==> src/aphp_regs.svh <==
// Timing constants and mode codes for the asynchronous parallel host port.
`ifndef APHP_REGS_SVH
`define APHP_REGS_SVH
`define APHP_CLK_PERIOD_NS    50
`define APHP_STYLE_CS_TIMED   3'h4
`define APHP_STYLE_STROBE     3'h3
`define APHP_CS_RR_MAX_NS     49
`define APHP_CS_WR_MAX_NS     182
`define APHP_ST_RR_MAX_NS     45
`define APHP_ST_WR_MAX_NS     182
`define APHP_DATA_RR_MAX_NS   40
`define APHP_DATA_WR_MAX_NS   192
`define APHP_WAIT_CYC(ns)     (((ns) / `APHP_CLK_PERIOD_NS) < 1 ? 1 : ((ns) / `APHP_CLK_PERIOD_NS))
`endif

==> src/aphp_pkg.sv <==
// Types shared by the asynchronous parallel host port.
package aphp_pkg;
    typedef enum logic [2:0] {
        APHP_OFF      = 3'h0,
        APHP_CS_TIMED = 3'h1,
        APHP_STROBE   = 3'h2
    } aphp_style_t;

    typedef enum logic [3:0] {
        APHP_IDLE = 4'h1,
        APHP_WAIT = 4'h2,
        APHP_DONE = 4'h4,
        APHP_HOLD = 4'h8
    } aphp_state_t;
endpackage

==> src/aphp_host_port.sv <==
// Asynchronous parallel host port: chip-select-timed and strobe styles.
`timescale 1ns/10ps
`include "aphp_regs.svh"

module aphp_host_port
    import aphp_pkg::*;
#(
    parameter int AW = 8,
    parameter int DW = 8
) (
    input  wire logic          clk_sys,
    input  wire logic          rst_n,
    input  wire logic [2:0]    host_port_style_pins,
    input  wire logic          chip_select_n,
    input  wire logic          write_strobe_n,
    input  wire logic          read_strobe_n,
    input  wire logic [AW-1:0] addr,
    input  wire logic [DW-1:0] data_in,
    output logic [DW-1:0]      data_out,
    output logic               data_oe_n,
    output logic               transfer_acknowledge,
    output logic               transfer_acknowledge_oe_n,
    output logic [AW-1:0]      core_addr,
    output logic [DW-1:0]      core_wdata,
    output logic               core_wr,
    output logic               core_rd,
    input  wire logic [DW-1:0] core_rdata
);
    // One clock is the shortest answer this clock can give, so a read after read holds its
    // acknowledge for one full period; a faster clock would be needed to come under that bound.
    localparam logic [2:0] CYC_CS_RR = 3'(`APHP_WAIT_CYC(`APHP_CS_RR_MAX_NS));
    localparam logic [2:0] CYC_CS_WR = 3'(`APHP_WAIT_CYC(`APHP_CS_WR_MAX_NS));
    localparam logic [2:0] CYC_ST_RR = 3'(`APHP_WAIT_CYC(`APHP_ST_RR_MAX_NS));
    localparam logic [2:0] CYC_ST_WR = 3'(`APHP_WAIT_CYC(`APHP_ST_WR_MAX_NS));

    logic [2:0]    pins_s1, pins_s2;
    logic          cs_s1, cs_s2, wr_s1, wr_s2, rd_s1, rd_s2;
    logic [AW-1:0] a_s1, a_s2;
    logic [DW-1:0] d_s1, d_s2;
    logic          style_taken;
    aphp_style_t   style;
    aphp_state_t   state;
    logic [2:0]    wait_cnt;
    logic          last_write;
    logic          is_write;
    logic          cs_act, st_act, start;

    // Pins come from the host's timing domain; two flops before use.
    always_ff @(posedge clk_sys) begin
        pins_s1 <= host_port_style_pins;
        pins_s2 <= pins_s1;
        cs_s1   <= chip_select_n;
        cs_s2   <= cs_s1;
        wr_s1   <= write_strobe_n;
        wr_s2   <= wr_s1;
        rd_s1   <= read_strobe_n;
        rd_s2   <= rd_s1;
        a_s1    <= addr;
        a_s2    <= a_s1;
        d_s1    <= data_in;
        d_s2    <= d_s1;
    end

    always_ff @(posedge clk_sys) begin
        if (!rst_n) begin
            style_taken <= 1'b0;
            style       <= APHP_OFF;
        end else if (!style_taken) begin
            style_taken <= 1'b1;
            case (pins_s2)
                `APHP_STYLE_CS_TIMED: style <= APHP_CS_TIMED;
                `APHP_STYLE_STROBE:   style <= APHP_STROBE;
                default:              style <= APHP_OFF;
            endcase
        end
    end

    // framed by chip select; strobes qualified by chip select.
    assign cs_act = (style == APHP_CS_TIMED) && !cs_s2;
    assign st_act = (style == APHP_STROBE) && !cs_s2 && (!rd_s2 || !wr_s2);
    // direction relies on the host holding the strobe level.
    assign is_write = (style == APHP_CS_TIMED) ? !wr_s2 : !wr_s2;
    assign start = (state == APHP_IDLE) && (cs_act || st_act);

    always_ff @(posedge clk_sys) begin
        if (!rst_n) begin
            state    <= APHP_IDLE;
            wait_cnt <= 3'h0;
        end else begin
            case (state)
                APHP_IDLE: begin
                    if (start) begin
                        state <= APHP_WAIT;
                        if (style == APHP_CS_TIMED)
                            wait_cnt <= last_write ? CYC_CS_WR : CYC_CS_RR;
                        else
                            wait_cnt <= last_write ? CYC_ST_WR : CYC_ST_RR;
                    end
                end
                APHP_WAIT: begin
                    if (wait_cnt <= 3'h1)
                        state <= APHP_DONE;
                    else
                        wait_cnt <= wait_cnt - 3'h1;
                end
                APHP_DONE: state <= APHP_HOLD;
                APHP_HOLD: begin
                    if (!(cs_act || st_act))
                        state <= APHP_IDLE;
                end
                default: state <= APHP_IDLE;
            endcase
        end
    end

    always_ff @(posedge clk_sys) begin
        if (!rst_n)
            last_write <= 1'b0;
        else if (start)
            last_write <= is_write;
    end

    always_ff @(posedge clk_sys) begin
        if (!rst_n) begin
            core_addr  <= '0;
            core_wdata <= '0;
            core_wr    <= 1'b0;
            core_rd    <= 1'b0;
        end else begin
            core_wr <= start && is_write;
            core_rd <= start && !is_write;
            if (start) begin
                core_addr  <= a_s2;
                core_wdata <= d_s2;
            end
        end
    end

    // core_rdata latched on every wait cycle, reads and writes alike, up to the edge where ready signals completion
    always_ff @(posedge clk_sys) begin
        if (!rst_n)
            data_out <= '0;
        else if (state == APHP_WAIT && !last_write)
            data_out <= core_rdata;
        else if (state == APHP_WAIT)
            data_out <= core_rdata;
    end

    // ready low while waiting in strobe mode; high while waiting in chip-select mode.
    always_ff @(posedge clk_sys) begin
        if (!rst_n)
            transfer_acknowledge <= 1'b0;
        else if (style == APHP_CS_TIMED)
            transfer_acknowledge <= start || (state == APHP_WAIT && wait_cnt > 3'h1);
        else
            transfer_acknowledge <= !(start || (state == APHP_WAIT && wait_cnt > 3'h1));
    end

    // drive only during a chip-selected access
    assign transfer_acknowledge_oe_n = !((cs_act || st_act) && state != APHP_IDLE);
    assign data_oe_n = !((cs_act || st_act) && state != APHP_IDLE && !last_write);
endmodule

==> config.mk <==
export PLATFORM = sky130hd
export DESIGN_NAME = aphp_host_port
export DESIGN_NICKNAME = d
export VERILOG_FILES = /design/src/aphp_pkg.sv /design/src/aphp_host_port.sv
export VERILOG_INCLUDE_DIRS = /design/src /design/src/src
export SDC_FILE = /design/constraint.sdc
export NUM_CORES = 1
export LEC_CHECK = 0
export BUFFER_PORTS_ARGS = -buffer_cell sky130_fd_sc_hd__buf_4
export CAP_MARGIN = 30
export CORE_ASPECT_RATIO = 1.1
export CORE_MARGIN = 2
export CORE_UTILIZATION = 50
export CTS_CLUSTER_DIAMETER = 30
export DETAILED_ROUTE_END_ITERATION = 8
export GPL_TIMING_DRIVEN = 0
export HOLD_SLACK_MARGIN = 0.02
export PLACE_DENSITY = 0.76
export SYNTH_ARGS = -nofsm -noshare
export SYNTH_HDL_FRONTEND = slang
export SYNTH_SLANG_ARGS = --single-unit
==> constraint.sdc <==
create_clock -name clk_sys -period 1.8 [get_ports clk_sys]
set_input_delay 0.09 -clock clk_sys [delete_from_list [all_inputs] [get_ports clk_sys]]
set_output_delay 0.09 -clock clk_sys [all_outputs]
set_load 0.02 [all_outputs]
# ---- Yosys cells after proc, flatten, opt, wreduce, memory -nomap -nowiden
# Index checks and enable logic that the tools add are counted.
dict set report word_totals {
  register_bits 83
  in_bits 32
  output_inout_bits 29
  word_cells 76
}
dict set report classes {
  reduce_logical 24
  n_mux 13
  add_sub_neg 1
  n_lt_le_gt_ge 2
  n_eq_ne 13
}
# operator count
set ops {}
lappend ops {{two-way mux 8 bit} 2}
lappend ops {{one-hot mux 4 bit (4 select lines)} 1}
lappend ops {{two-way mux 4 bit} 3}
lappend ops {{logical AND 1 bit} 10}
lappend ops {{!= test 2 bit, second input constant} 4}
lappend ops {{zero test 1 bit} 7}
lappend ops {{equality test 3 x 2 -> 1 bit, second input constant} 2}
lappend ops {{two-way mux 3 bit} 2}
lappend ops {{one-hot mux 3 bit (2 select lines)} 1}
lappend ops {{AND reduction 3 bit} 2}
lappend ops {{equality test 4 x 1 -> 1 bit, second input constant} 1}
lappend ops {{equality test 4 x 2 -> 1 bit, second input constant} 1}
lappend ops {{equality test 4 x 3 -> 1 bit, second input constant} 1}
lappend ops {{equality test 4 bit, second input constant} 1}
lappend ops {{!= test 4 x 1 -> 1 bit, second input constant} 1}
lappend ops {{one-hot mux 2 bit (2 select lines)} 1}
lappend ops {{nonzero test 2 bit} 2}
lappend ops {{equality test 3 x 1 -> 1 bit, second input constant} 1}
lappend ops {{equality test 3 bit, second input constant} 1}
lappend ops {{greater-than comparator 3 x 1 -> 1 bit, second input constant} 1}
lappend ops {{less-or-equal comparator 3 x 1 -> 1 bit, second input constant} 1}
lappend ops {{logical OR 1 bit} 3}
lappend ops {{subtractor 3 x 1 -> 3 bit, second input constant} 1}
lappend ops {{two-way mux 1 bit} 2}
lappend ops {{two-way mux 2 bit} 1}

# ---- Longest topological paths before layout
dict set report depth {
  depth_word 8
  mapped_depth 6
  depth_no_buf 6
}

# ---- Least setup slack after synthesis
# Ideal clock, no wire load.
dict set report synth_timing {
  path_type {reg-to-reg}
  startpoint {register state[3]}
  endpoint {register core_addr[0]}
  required_ns 1.683
  setup_ns 0.117
  arrival_ns 1.363
  stages_incl_launch_ff 7
  period_less_slack_ns 1.480
  n_path_buf 2
  path_slack_ns 0.320
  path_cell_list {dfxtp_1 > nor4b_4 > nand2b_2 > o21a_1 > buf_2 > buf_6 > a22o_1}
}
dict set report synth_between {
  elab_chain_len 2
}
# item line
set synth_lines {}
lappend synth_lines {{from (decl)} aphp_host_port.sv:42} ;# aphp_state_t state;
lappend synth_lines {{from (signal assigned)} aphp_host_port.sv:87} ;# state <= APHP_IDLE;
lappend synth_lines {{from (signal assigned)} aphp_host_port.sv:93} ;# state <= APHP_WAIT;
lappend synth_lines {{from (signal assigned)} aphp_host_port.sv:102} ;# state <= APHP_DONE;
lappend synth_lines {{equality test 4 x 1 -> 1 bit} aphp_host_port.sv:83} ;# assign start = (state == APHP_IDLE) && (cs_act || st_act);
lappend synth_lines {{logical AND 1 bit} aphp_host_port.sv:83}
lappend synth_lines {{to (signal assigned)} aphp_host_port.sv:133} ;# core_addr <= a_s2;
lappend synth_lines {{to (decl)} aphp_host_port.sv:23} ;# output logic [AW-1:0] core_addr,
# No other way between the ends.
# A chain may end at the register's enable or synchronous reset.

# ---- Worst setup path after layout
dict set report layout_timing {
  startpoint {register style[1]}
  endpoint {output port data_oe_n}
}
dict set report layout_between {
  elab_chain_len 7
  word_cells_on_any_way 9
  cone_classes {eq/ne (2); reduce/logical (7)}
}
# item line
set layout_lines {}
lappend layout_lines {{from (decl)} aphp_host_port.sv:41} ;# aphp_style_t style;
lappend layout_lines {{from (signal assigned)} aphp_host_port.sv:67} ;# style <= APHP_OFF;
lappend layout_lines {{from (signal assigned)} aphp_host_port.sv:71} ;# `APHP_STYLE_CS_TIMED: style <= APHP_CS_TIMED;
lappend layout_lines {{from (signal assigned)} aphp_host_port.sv:72} ;# `APHP_STYLE_STROBE: style <= APHP_STROBE;
lappend layout_lines {{equality test 3 x 2 -> 1 bit} aphp_host_port.sv:80} ;# assign st_act = (style == APHP_STROBE) && !cs_s2 && (!rd_s2 || !wr_s2);
lappend layout_lines {{logical AND 1 bit (2 in a row)} aphp_host_port.sv:80}
lappend layout_lines {{logical OR 1 bit *} aphp_host_port.sv:161} ;# assign data_oe_n = !((cs_act || st_act) && state != APHP_IDLE && !last_write);
lappend layout_lines {{logical AND 1 bit * (2 in a row)} aphp_host_port.sv:161}
lappend layout_lines {{zero test 1 bit *} aphp_host_port.sv:161}
lappend layout_lines {{to (decl)} aphp_host_port.sv:20} ;# output logic data_oe_n,
# Every way passes the cells marked *; elsewhere a longest branch is shown, timed or not.

==> impl_metrics.env <==
export IMPL_clkTransAtPathRegs_ps=70
export IMPL_netlist_top_cells_area="dfxtp_1 (70%), a22o_1 (6.3%), nand2_1 (3.7%)"
export IMPL_chipWidth_um=69.4
export IMPL_clock_sinks=82
export IMPL_slowest_delay_ps=380
export IMPL_finalSetupViolations=0
export IMPL_cp_end_kind="primary output"
export IMPL_worst_path_buf_inv=1
export IMPL_drt_drc_violations_left=0
export IMPL_yosysSeqAreaShare=0.699
export IMPL_detail_route_wl_per_cell_um=14.1
export IMPL_cts_tree="built"
export IMPL_hold_violations=0
export IMPL_fin_tns_setup_ps=0
export IMPL_cts_root_buf="clkbuf_8"
export IMPL_final_cell_mix="dfxtp_1 (80), buf_4 (62), dlygate4sd3_1 (31), nand2_1 (23), a22o_1 (17)"
export IMPL_path_cells="nor2b_4, a21oi_2, or3_4, or2_1, buf_4"
export IMPL_dieArea_mm2=0.00526
export IMPL_p_total_uw=3540
export IMPL_fin_cells=352
export IMPL_initial_core_util=0.512
export IMPL_routabilityCongestion=0.798
export IMPL_cts_buffers=9
export IMPL_area_growth_pct=46.4
export IMPL_period_needed_ps=1780
export IMPL_grt_first_pass_wirelength_mm=8.05
export IMPL_synth_ff_type="dfxtp_1"
export IMPL_synth_net_count=222
export IMPL_final_common_cell="dfxtp_1"
export IMPL_via_count=1713
export IMPL_worstPathArrival_ps=1690
export IMPL_outcome="finished, final reports clean"
export IMPL_setup_slack_ps=18.3
export IMPL_grt_pass1_vias=1766
export IMPL_fin_crit_sh=0.990
export IMPL_portBuffers=60
export IMPL_row_count=26
export IMPL_dp_hpwl_mm=2.69
export IMPL_p_leak_uw=0.00147
export IMPL_synth_top_area_share=0.699
export IMPL_p_per_area_mw_per_mm2=1030
export IMPL_yosysTopAreaCell="dfxtp_1"
export IMPL_avgSynthCellArea_um2=12.5
export IMPL_antenna_left=0
export IMPL_grt_usage=0.200
export IMPL_syn_inst=188
export IMPL_cp_slowest_cell="or3_4"
export IMPL_pin_count=61
export IMPL_core_area_mm2=0.00459
export IMPL_grt_max_degree=13
export IMPL_ir_drop_uv=804
export IMPL_antenna_found_initial=0
export IMPL_routed_via_density=4.87
export IMPL_slew_headroom=0.685
export IMPL_h_tree_depth=3
export IMPL_worst_path_max_fanout=3
export IMPL_synthArstFlopShare=0
export IMPL_cp_data_required_time_ps=1710
export IMPL_initialDrtViolationCount=54
export IMPL_pre_cts_slack_ps=195
export IMPL_maxCapViolCount=0
export IMPL_fmax_mhz=561
export IMPL_drive_above_1_share=0.301
export IMPL_num_antenna_cells=0
export IMPL_skew_ps=5.83
export IMPL_synth_seq_cells=82
export IMPL_drt_pre_antenna_iters=5
export IMPL_worst_pin_slew_ps=472
export IMPL_path_class="reg -> out"
export IMPL_path_delay_family="simple AND/OR/NAND/NOR gates"
export IMPL_ys_types=37
export IMPL_dp_cells=304
export IMPL_overflow=0
export IMPL_yosysWarnings=0
export IMPL_holdWs_ps=329
export IMPL_fin_nets=326
export IMPL_drv_slew=0
export IMPL_start_kind="flip-flop"
export IMPL_min_path_type="reg -> reg"
export IMPL_die_h_um=75.9
export IMPL_insertion_delay_ps=340
export IMPL_syn_area_mm2=0.00235
export IMPL_clk_path_buf_depth=2
export IMPL_synth_edf_count=0
export IMPL_drt_wl_total_mm=4.95
==> worst paths after layout <==
kind | endpoint | depth (start not counted) | startpoint | slack (ps)
max | data_oe_n | 5 | style[1]$_SDFFE_PN0N_ | 20
min | pins_s2[1]$_DFF_P_ | 0 | pins_s1[1]$_DFF_P_ | 330
max reg2reg | core_addr[4]$_SDFFE_PN0P_ | 6 | state[3]$_SDFFE_PN0P_ | 140
min reg2reg | pins_s2[1]$_DFF_P_ | 0 | pins_s1[1]$_DFF_P_ | 330
==> cell families after synthesis <==
group / after synthesis / share of synthesized area
buf+inv: 11 / 0.0229
compound gates: 40 / 0.138
mux: 2 / 0.00852
simple gates: 51 / 0.121
flops: 82 / 0.699
fa+ha+maj: 2 / 0.0106
==> per-stage QoR <==
step | area, um2 | util
2_1_floorplan | 2350 | -
3_3_place_gp | 2870 | 0.626
3_5_place_dp | 2870 | 0.626
4_1_cts | 3420 | 0.745
5_1_grt | 3440 | 0.750
6_report | 3440 | 0.750
==> sequential cells by signal (all words and copies together), names as in the netlist, 2 cells and up <==
name	cells
d_s2	8
core_wdata	8
pins_s2	3
data_out	8
a_s1	8
pins_s1	3
d_s1	8
state	4
a_s2	8
style	2
wait_cnt	3
core_addr	8
==> report_power, final <==
group / internal (uW) / switching, uW
clock network: 851 / 591
registers: 1880 / 26.1
logic: 124 / 66.1
==> cell type report <==
type,count,area [um2]
Buffer,8,42.5
Clock buffer,13,159
Clock inverter,2,60.1
Fill cell,301,1150
Inverter,3,11.3
Multi-Input combinational cell,95,674
Sequential cell,82,1650
Tap cell,56,70.1
Timing Repair Buffer,93,776
==> synthesized netlist by cell type, types with 2 or more instances <==
| library cell | number |
|---|---|
| dfxtp_1 | 82 |
| nand2_1 | 23 |
| a22o_1 | 17 |
| a21boi_1 | 9 |
| nor2b_1 | 6 |
| buf_2 | 4 |
| nor2_1 | 4 |
| clkbuf_1 | 3 |
| inv_1 | 3 |
| nand2b_1 | 3 |
| or3_1 | 3 |
| and2_1 | 2 |
| ha_1 | 2 |
| mux2i_1 | 2 |
| o21ai_1 | 2 |
| o41ai_1 | 2 |
==> layer usage <==
layer  wire (um)  vias to the layer above  global-route usage
met5           0                        -                   0
met2        2610                       54               0.366
met1        1980                      797               0.203
met4          89                        0              0.0941
met3         263                       10              0.0625
li1            -                      852                   -
==> timing repair <==
action,CTS,global route
endpoints found under the setup margin,1,1
hold buffers,31,0
gates resized for setup,3,5
hold endpoints to repair,31,0
buffers inserted,1,1
pin swaps,1,0
No activity file was read; power rests on OpenSTA's default activity.
